==> src/design/ishi_map.svh <==
`ifndef ISHI_MAP_SVH
`define ISHI_MAP_SVH
`define ISHI_IO_PORT_W 3
`define ISHI_IO_MATCH_LO 4
`define ISHI_MEM_LO 12
`define ISHI_MEM_MATCH_W 8
`define ISHI_BOOT_MATCH_W 4
`define ISHI_BURST_NS 32000
`define ISHI_CLK_NS 25
`define ISHI_BURST_CYC (`ISHI_BURST_NS / `ISHI_CLK_NS)
`define ISHI_IRQ_SEL_W 2
`define ISHI_DMA_SEL_W 2
`define ISHI_NUM_IRQ 4
`define ISHI_NUM_DMA 3
`define ISHI_DMA_CNT_W 11
`endif

==> src/design/ishi_pkg.sv <==
package ishi_pkg;
    typedef enum logic [1:0] {ISHI_DMA_IDLE, ISHI_DMA_REQ, ISHI_DMA_XFER} ishi_dma_state_t;
    typedef enum logic [1:0] {ISHI_W_IDLE, ISHI_W_LOW, ISHI_W_WIDE} ishi_width_state_t;
endpackage : ishi_pkg

==> src/design/ishi_sel_if.sv <==
`timescale 1ns/1ps
// Carries a one-of-N select and its level from the main block to the driver.
interface ishi_sel_if #(parameter int N = 4);
    logic [1:0] sel;
    logic level;
    logic [N-1:0] pin_out;
    logic [N-1:0] pin_oe;
    modport ctrl (output sel, output level, input pin_out, input pin_oe);
    modport drv (input sel, input level, output pin_out, output pin_oe);
endinterface : ishi_sel_if

==> src/design/ishi_sel_drv.sv <==
`timescale 1ns/1ps
// Drives the selected one of N three-state pins; every other pin stays released.
module ishi_sel_drv #(
    parameter int N = 4
) (
    ishi_sel_if.drv s // Select, level and pin drives.
);
    // Only the chosen pin is enabled, so unused board lines float as required.
    always_comb begin
        for (int i = 0; i < N; i++) begin
            s.pin_oe[i] = (int'(s.sel) == i);
            s.pin_out[i] = (int'(s.sel) == i) && s.level;
        end
    end
endmodule : ishi_sel_drv

==> src/design/ishi_host_if.sv <==
`timescale 1ns/1ps
`include "ishi_map.svh"
// Slave-side host bus port: decode, chip selects, data, interrupt and DMA pins.
// Functional notes
// - Memory 16-bit select low on own memory address in 16-bit mode, memory mode and enable set, external select low.
// - While refresh is low, reads, writes and DMA acknowledges are ignored.
// - I/O read of decoded address drives that 16-bit register onto data.
// - I/O write of decoded address stores data into that register.
// - I/O 16-bit select low on own I/O address in 16-bit mode, released otherwise.
// - Ready pulled low to stretch reads only while ready-disable is clear.
// - After reset the port works 8 bits wide until the enable toggle.
// - In 16-bit mode, low byte-high enable means the transfer uses data bits 8 to 15.
// - Interrupt goes high on event, low after status queue reads zero.
// - One of four interrupt pins active, others high impedance.
// - One of three DMA request pins active high for select 0 to 2, others high impedance; select 3 leaves all three released.
// - External select input used for memory decode only, ignored otherwise.
// - Boot memory select low on a memory read of a decoded boot memory address, outside refresh.
// - Bus status low on receive access, or follows host level when enabled.
// - No I/O response while address enable is high.
// - Sixteen I/O bytes decoded as eight 16-bit ports on address 0 to 15.
// - Interrupt pin chosen by a configuration value 0 to 3.
// - DMA request rises on waiting frames; falls at done or 32 us burst.
module ishi_host_if
    import ishi_pkg::*;
(
    input wire logic sys_clk, // 40 MHz clock.
    input wire logic arst_n, // Asynchronous reset, active low.
    input wire logic [19:0] sa, // System address.
    input wire logic [15:0] sd_in, // System data in.
    output logic [15:0] sd_out, // System data out.
    output logic sd_oe, // System data output enable.
    input wire logic aen, // DMA controller owns bus.
    input wire logic memr_n, // Memory read.
    input wire logic memw_n, // Memory write.
    input wire logic ior_n, // I/O read.
    input wire logic iow_n, // I/O write.
    input wire logic refresh_n, // Refresh cycle in progress.
    input wire logic sbhe_n, // Byte-high enable.
    input wire logic ext_decode_select_n, // External memory decode.
    input wire logic [2:0] dma_ack_in, // DMA acknowledges, active low.
    output logic mem_cs16_n_out, // Memory 16-bit select level.
    output logic mem_cs16_oe, // Memory 16-bit select enable.
    output logic io_cs16_n_out, // I/O 16-bit select level.
    output logic io_cs16_oe, // I/O 16-bit select enable.
    output logic chan_ready_out, // Channel ready level.
    output logic chan_ready_oe, // Channel ready enable.
    output logic boot_rom_select_n, // Boot memory select.
    output logic bus_activity_out_n, // Bus status level.
    output logic [3:0] irq_out, // Interrupt request levels.
    output logic [3:0] irq_oe, // Interrupt request enables.
    output logic [2:0] dma_req_out, // DMA request levels.
    output logic [2:0] dma_req_oe, // DMA request enables.
    input wire logic [15:0] io_base, // I/O base address.
    input wire logic [7:0] mem_base, // Memory base, address bits 19:12.
    input wire logic [3:0] boot_base, // Boot memory base, bits 19:16.
    input wire logic mem_mode, // Memory mode selected.
    input wire logic mem_space_enable, // Memory space enable.
    input wire logic ready_disable, // Channel ready disable.
    input wire logic host_ctrl1_enable, // Bus status under host control.
    input wire logic host_ctrl1_level, // Host bus status level.
    input wire logic dma_burst_mode, // DMA burst limit.
    input wire logic [1:0] irq_select, // Interrupt pin choice.
    input wire logic [1:0] dma_select, // DMA channel choice.
    input wire logic rx_access, // Receive activity bus access.
    input wire logic irq_event, // Interrupt event present, pulse.
    input wire logic isq_read_zero, // Status queue read as zero, pulse.
    input wire logic frames_waiting, // Received frames await DMA.
    input wire logic dma_done, // DMA operation complete, pulse.
    input wire logic rd_ready, // Internal read data ready.
    input wire logic [15:0] io_rd_data [8], // Port read data.
    output logic [2:0] io_port, // Addressed port.
    output logic [15:0] io_wr_data, // Write data.
    output logic io_wr_strobe, // Write pulse.
    output logic [1:0] io_wr_bytes, // Byte lanes written.
    output logic wide_mode // 16-bit mode active.
);
    // Decode terms, read path state and the two small state machines.
    logic refresh_ok, io_hit, mem_hit, io_rd, io_wr, mem_rd;
    logic iow_seen_ff, nxt_iow_seen;
    logic [15:0] rd_data_ff, nxt_rd_data;
    logic irq_lvl_ff, nxt_irq_lvl;
    ishi_width_state_t wst_ff, nxt_wst;
    ishi_dma_state_t dst_ff, nxt_dst;
    logic [`ISHI_DMA_CNT_W-1:0] dcnt_ff, nxt_dcnt;

    // Address decode; refresh masks every strobe and acknowledge.
    // The 16-bit select decode ignores refresh on purpose, so only the strobes, the acknowledge and the boot select carry the mask.
    assign refresh_ok = refresh_n;
    assign io_hit = !aen && (sa[15:`ISHI_IO_MATCH_LO] == io_base[15:`ISHI_IO_MATCH_LO]);
    assign mem_hit = mem_mode && mem_space_enable && !ext_decode_select_n
        && (sa[19:`ISHI_MEM_LO] == mem_base);
    assign io_rd = io_hit && !ior_n && refresh_ok;
    assign io_wr = io_hit && !iow_n && refresh_ok;
    assign mem_rd = mem_hit && !memr_n && refresh_ok;
    // The port index is the word address inside the sixteen-byte window.
    assign io_port = sa[`ISHI_IO_PORT_W:1];

    // The 16-bit chip selects are open drain: enable low only on a hit.
    // Both selects stay off in 8-bit mode, so the host keeps to byte cycles.
    assign io_cs16_n_out = 1'b0;
    assign io_cs16_oe = io_hit && wide_mode;
    assign mem_cs16_n_out = 1'b0;
    assign mem_cs16_oe = mem_hit && wide_mode;
    assign boot_rom_select_n = !(!memr_n && refresh_ok
        && sa[19:16] == boot_base[`ISHI_BOOT_MATCH_W-1:0]);
    // Ready stretches reads until internal data is ready; the disable wins.
    // Memory reads stretch on the same internal ready as I/O reads, a known limitation.
    assign chan_ready_out = 1'b0;
    assign chan_ready_oe = !ready_disable && (io_rd || mem_rd) && !rd_ready;
    // Data is driven only during a decoded read; in 8-bit mode all 16 lanes are driven, the high lane with zero on even addresses.
    assign sd_out = rd_data_ff;
    assign sd_oe = io_rd || mem_rd;
    // Bus status is active low and follows the host level while the host holds control.
    assign bus_activity_out_n = host_ctrl1_enable ? !host_ctrl1_level : !rx_access;

    // Register read data and detect the write edge once per cycle.
    always_comb begin
        nxt_rd_data = io_rd_data[io_port];
        if (!wide_mode || sbhe_n) begin
            nxt_rd_data[15:8] = sa[0] ? io_rd_data[io_port][15:8] : 8'h00;
            if (sa[0]) nxt_rd_data[7:0] = io_rd_data[io_port][15:8];
        end
        nxt_iow_seen = io_wr;
    end
    // Read data is registered so the data pins never glitch while the address settles.
    // The cost is one cycle of latency, which the ready stretch does not cover, as it follows rd_ready alone.
    always_ff @(posedge sys_clk or negedge arst_n) begin
        if (!arst_n) begin
            rd_data_ff <= 16'h0000;
            iow_seen_ff <= 1'b0;
        end else begin
            rd_data_ff <= nxt_rd_data;
            iow_seen_ff <= nxt_iow_seen;
        end
    end
    // Write commits on the first cycle of a decoded write.
    assign io_wr_strobe = io_wr && !iow_seen_ff;
    assign io_wr_data = (wide_mode && !sbhe_n) ? sd_in : {sd_in[7:0], sd_in[7:0]};
    assign io_wr_bytes = (wide_mode && !sbhe_n) ? (sa[0] ? 2'b10 : 2'b11)
        : (sa[0] ? 2'b10 : 2'b01);

    // Width entry: byte-high enable must go low then high after reset.
    always_comb begin
        nxt_wst = wst_ff;
        case (wst_ff)
            ISHI_W_IDLE: if (!sbhe_n) nxt_wst = ISHI_W_LOW;
            ISHI_W_LOW: if (sbhe_n) nxt_wst = ISHI_W_WIDE;
            ISHI_W_WIDE: nxt_wst = ISHI_W_WIDE;
            default: nxt_wst = ISHI_W_IDLE;
        endcase
    end
    // Any reset drops the port back to 8-bit width until the toggle is seen again.
    always_ff @(posedge sys_clk or negedge arst_n) begin
        if (!arst_n) wst_ff <= ISHI_W_IDLE;
        else wst_ff <= nxt_wst;
    end
    // Wide mode is decoded from the registered state, so it never glitches.
    assign wide_mode = (wst_ff == ISHI_W_WIDE);

    // Interrupt level: a new event wins over a same-cycle empty queue read.
    // Losing an event here would leave the host waiting on a silent line.
    always_comb begin
        nxt_irq_lvl = irq_lvl_ff;
        if (isq_read_zero) nxt_irq_lvl = 1'b0;
        if (irq_event) nxt_irq_lvl = 1'b1;
    end
    // The level clears only through reset or an empty queue read.
    always_ff @(posedge sys_clk or negedge arst_n) begin
        if (!arst_n) irq_lvl_ff <= 1'b0;
        else irq_lvl_ff <= nxt_irq_lvl;
    end

    // DMA request; acknowledge is taken only from the selected channel.
    always_comb begin
        logic ack;
        // Select value three names no channel, so no acknowledge can start a transfer.
        ack = refresh_ok && (dma_select < `ISHI_DMA_SEL_W'(`ISHI_NUM_DMA))
            && !dma_ack_in[dma_select];
        nxt_dst = dst_ff;
        nxt_dcnt = dcnt_ff;
        case (dst_ff)
            ISHI_DMA_IDLE: if (frames_waiting) nxt_dst = ISHI_DMA_REQ;
            ISHI_DMA_REQ: if (ack) begin
                nxt_dst = ISHI_DMA_XFER;
                nxt_dcnt = '0;
            end
            ISHI_DMA_XFER: begin
                if (dcnt_ff != `ISHI_DMA_CNT_W'(`ISHI_BURST_CYC)) nxt_dcnt = dcnt_ff + 1'b1;
                // A done pulse ends the transfer at once, in burst mode as well.
                if (dma_done) nxt_dst = ISHI_DMA_IDLE;
                else if (dma_burst_mode && dcnt_ff == `ISHI_DMA_CNT_W'(`ISHI_BURST_CYC - 1))
                    nxt_dst = ISHI_DMA_IDLE;
            end
            default: nxt_dst = ISHI_DMA_IDLE;
        endcase
    end
    // The burst counter saturates, so a late done pulse cannot wrap it.
    always_ff @(posedge sys_clk or negedge arst_n) begin
        if (!arst_n) begin
            dst_ff <= ISHI_DMA_IDLE;
            dcnt_ff <= '0;
        end else begin
            dst_ff <= nxt_dst;
            dcnt_ff <= nxt_dcnt;
        end
    end

    // One-of-N pin drivers for interrupt and DMA request.
    ishi_sel_if #(.N(`ISHI_NUM_IRQ)) irq_s ();
    ishi_sel_if #(.N(`ISHI_NUM_DMA)) dma_s ();
    assign irq_s.sel = irq_select;
    assign irq_s.level = irq_lvl_ff;
    assign dma_s.sel = dma_select;
    assign dma_s.level = (dst_ff != ISHI_DMA_IDLE);
    ishi_sel_drv #(.N(`ISHI_NUM_IRQ)) u_irq (.s(irq_s.drv));
    ishi_sel_drv #(.N(`ISHI_NUM_DMA)) u_dma (.s(dma_s.drv));
    // The pin arrays pass straight out; the enables mark which pins are driven.
    assign irq_out = irq_s.pin_out;
    assign irq_oe = irq_s.pin_oe;
    assign dma_req_out = dma_s.pin_out;
    assign dma_req_oe = dma_s.pin_oe;
endmodule : ishi_host_if

==> config.mk <==
export PLATFORM = sky130hd
export DESIGN_NAME = ishi_host_if
export DESIGN_NICKNAME = d
export VERILOG_FILES = /design/src/design/ishi_pkg.sv /design/src/design/ishi_sel_if.sv /design/src/design/ishi_sel_drv.sv /design/src/design/ishi_host_if.sv
export VERILOG_INCLUDE_DIRS = /design/src /design/src/design
export SDC_FILE = /design/constraint.sdc
export NUM_CORES = 1
export LEC_CHECK = 0
export ABC_AREA = 1
export BUFFER_PORTS_ARGS = -buffer_cell sky130_fd_sc_hd__clkbuf_2
export CORE_AREA = 2 2 108 110
export DETAILED_ROUTE_END_ITERATION = 10
export DIE_AREA = 0 0 110 112
export MAX_ROUTING_LAYER = met4
export PLACE_DENSITY_LB_ADDON = 0.12
export RECOVER_POWER = 25
export SETUP_SLACK_MARGIN = 0.4
export SYNTH_ARGS = -nofsm -noshare
export SYNTH_HDL_FRONTEND = slang
export SYNTH_HIERARCHICAL = 1
export SYNTH_SLANG_ARGS = --single-unit
==> constraint.sdc <==
create_clock -name sys_clk -period 1.6 [get_ports sys_clk]
set_input_delay 0.24 -clock sys_clk [delete_from_list [all_inputs] [get_ports sys_clk]]
set_output_delay 0.24 -clock sys_clk [all_outputs]
set_load 0.02 [all_outputs]
==> impl_metrics.ini <==
[finish]
fin_area_um2 = 6200
layout.cells.non_filler = 1035
final_common_cell = clkbuf_2
fin_nets = 1118
multi_input_area_um2 = 2580
final_cell_mix = clkbuf_2, nand2_1, nor2_1
area_delta_synth_final_pct = 78.9
num_antenna_cells = 0
drive_gt1_share_pct = 51.2
n_fill_cell = 1096
post-route-util_pct = 55.5
seq_area_um2 = 831

[power_and_ir_drop]
p_leak_nw = 3.33
vdd_drop_max_uv = 553
total_power_mw = 5.36
pwr_density_cell_nw_per_um2 = 865

[grt]
grtUsageMet2_pct = 40.3
use_met3_pct = 3.22
grt_busiest_layer = met2
grtUsageTotal_pct = 22.0
overflow = 0
grt_pass1_vias = 4571
use_met1_pct = 24.7
grt_pass1_wl_um = 21100
grt_max_degree = 33
antenna_found_initial = 0

[worst_hold_path]
hold_path_class = in -> reg

[sta]
timing.final.crit_period_ns = 1.76
fmax_mhz = 570
report.final.slew_viol_count = 0
finalSetupViolCount = 10
period_share_pct = 110
hold_ws_ns = 0.143
slew_headroom_pct = 48.3
setup_ws_ns = -0.156
fin_setup_tns_ns = -1.32
skew_ns = 0.0122
hold_violations = 0
worst_pin_slew_ns = 0.775
rsz0062_at_grt = yes

[route]
first_pass_iters = 5
vias_per_cell = 4.77
drtAntennaViolNets = 0
drtIter0Drc = 252
wl_um = 14100
wl_per_cell_um = 13.6
drc_errors = 0
vias = 4940

[setup_path]
critPathArrivalTime_ns = 1.52
cp_max_fo = 4
endpoint_kind = output port
path_class = reg -> out
start_kind = flop
cp.required_ns = 1.36

[clock_network]
clk_pin_slew_ns = 0.06
clockBufferDepth = 2
cts_buffers = 5
cts.sink_count = 33
cts-root-buf = clkbuf_16
cts_tree = yes
worstSkewPairLatency_ns = 0.28
h-tree-depth = 2

[floorplan]
fp.dieH_um = 112
die_area_um2 = 12300
num_rows = 39
start_util_pct = 31.0
io_pins = 283
die_w_um = 110
core_area_um2 = 11200

[synth]
ys_seq_area_share_pct = 23.8
synth.cell_area_um2 = 3460
synthCells = 591
async_flop_share_pct = 100
synth-seq-cells = 33
yosysWarnings = 6
synth_area_per_cell_um2 = 5.86
synth-edff-count = 0
synthDistinctLibCells = 37
synthFlopType = dfrtp_1

[place]
io_buffers = 274
place_congestion = 0.880
dp_cells = 993
dpl_worst_slack_ns = -0.0260
dp_hpwl_um = 11200
placed_area_um2 = 5080

[status]
outcome = complete, but fails checks
violations = setup timing

[job]
drv_cap = 0
## critical path, cell delays in order, from the launching register on
cell      delay [ns]
dfrtp_1         0.41
ha_4            0.18
inv_4           0.06
nor2_4          0.04
buf_4           0.13
buf_6           0.11
nor2_4          0.11
inv_2           0.06
clkbuf_8        0.15
## synthesized netlist by cell type (2+ instances only)
| cell type | n | area, um^2 |
|---|---|---|
| nor2_2 | 2 | 12.5 |
| a21oi_1 | 11 | 55.1 |
| buf_2 | 15 | 75.1 |
| o22ai_1 | 25 | 156 |
| o21ai_0 | 30 | 150 |
| nand4_1 | 3 | 18.8 |
| nand2_1 | 150 | 563 |
| o211ai_1 | 3 | 22.5 |
| o21ai_1 | 40 | 200 |
| or2_2 | 4 | 25.0 |
| o31ai_1 | 2 | 15.0 |
| ha_1 | 6 | 75.1 |
| buf_4 | 18 | 135 |
| inv_2 | 12 | 45.0 |
| xnor2_1 | 4 | 35.0 |
| clkbuf_1 | 6 | 22.5 |
| nor2_1 | 87 | 327 |
| xor2_1 | 5 | 43.8 |
| o221ai_1 | 2 | 17.5 |
| nor3_1 | 7 | 35.0 |
| inv_1 | 55 | 206 |
| dfrtp_1 | 33 | 826 |
| nand3_1 | 56 | 280 |
| buf_1 | 2 | 7.51 |
## repair_timing
action                                  in CTS  in global routing
hold buffers                                 1                  0
gates resized for setup                    104                 96
endpoints found under the setup margin      53                 53
pin swaps                                   40                 57
endpoints found under the hold margin       33                  0
buffers inserted                            16                 17
## state kept, by name (all words and copies together), names as in the netlist
name / flops
sd_out: 16
dcnt_ff: 11
dst_ff: 2
wst_ff: 2
iow_seen_ff: 1
irq_lvl_ff: 1
## cell type report
class	instances	share of cell area [%]
sequential	33	13.4
timing repair buffer	333	35.0
multi-input combinational	450	41.6
tap	143	2.89
clock buffer	7	2.30
clock inverter	1	0.121
inverter	68	4.72
## per-layer routing
layer	share of wire (%)	up-vias
li1	-	2508
met4	2.3	0
met3	6.5	32
met1	37	2196
met2	54	204
met5	0	-
## report_power, final
| group | switching [mW] | leakage (nW) | internal (mW) |
|---|---|---|---|
| combinational | 1.73 | 2.85 | 1.57 |
| clock | 0.340 | 0.0701 | 0.619 |
| sequential | 0.108 | 0.416 | 0.993 |
## cells by family after synthesis
family / count (synthesis) / synth area share [%]
xor+xnor: 9 / 2.28
mux: 2 / 0.614
other cells: 1 / 0.108
simple gates: 314 / 37.8
buf+inv: 110 / 14.7
flops: 33 / 23.8
compound gates: 116 / 18.5
fa+ha+maj: 6 / 2.17
## path summary, 6_finish.rpt
kind                                              start                 endpoint  slack [ns]  depth (start not counted)
worst min-delay path                           dma_done    dst_ff[1]$_DFFE_PN0P_        0.14                          2
worst max register to register    wst_ff[0]$_DFFE_PN0P_      sd_out[6]$_DFF_PN0_        0.02                          9
min in group asynchronous                        arst_n   dcnt_ff[6]$_DFFE_PN0P_        0.31                          2
max in group asynchronous                        arst_n   dcnt_ff[3]$_DFFE_PN0P_        0.29                          3
worst max-delay path              wst_ff[1]$_DFFE_PN0P_           io_wr_bytes[1]       -0.16                          8
worst min register to register  dcnt_ff[10]$_DFFE_PN0P_  dcnt_ff[10]$_DFFE_PN0P_        0.50                          2
Power figures use the tool's default switching activity.
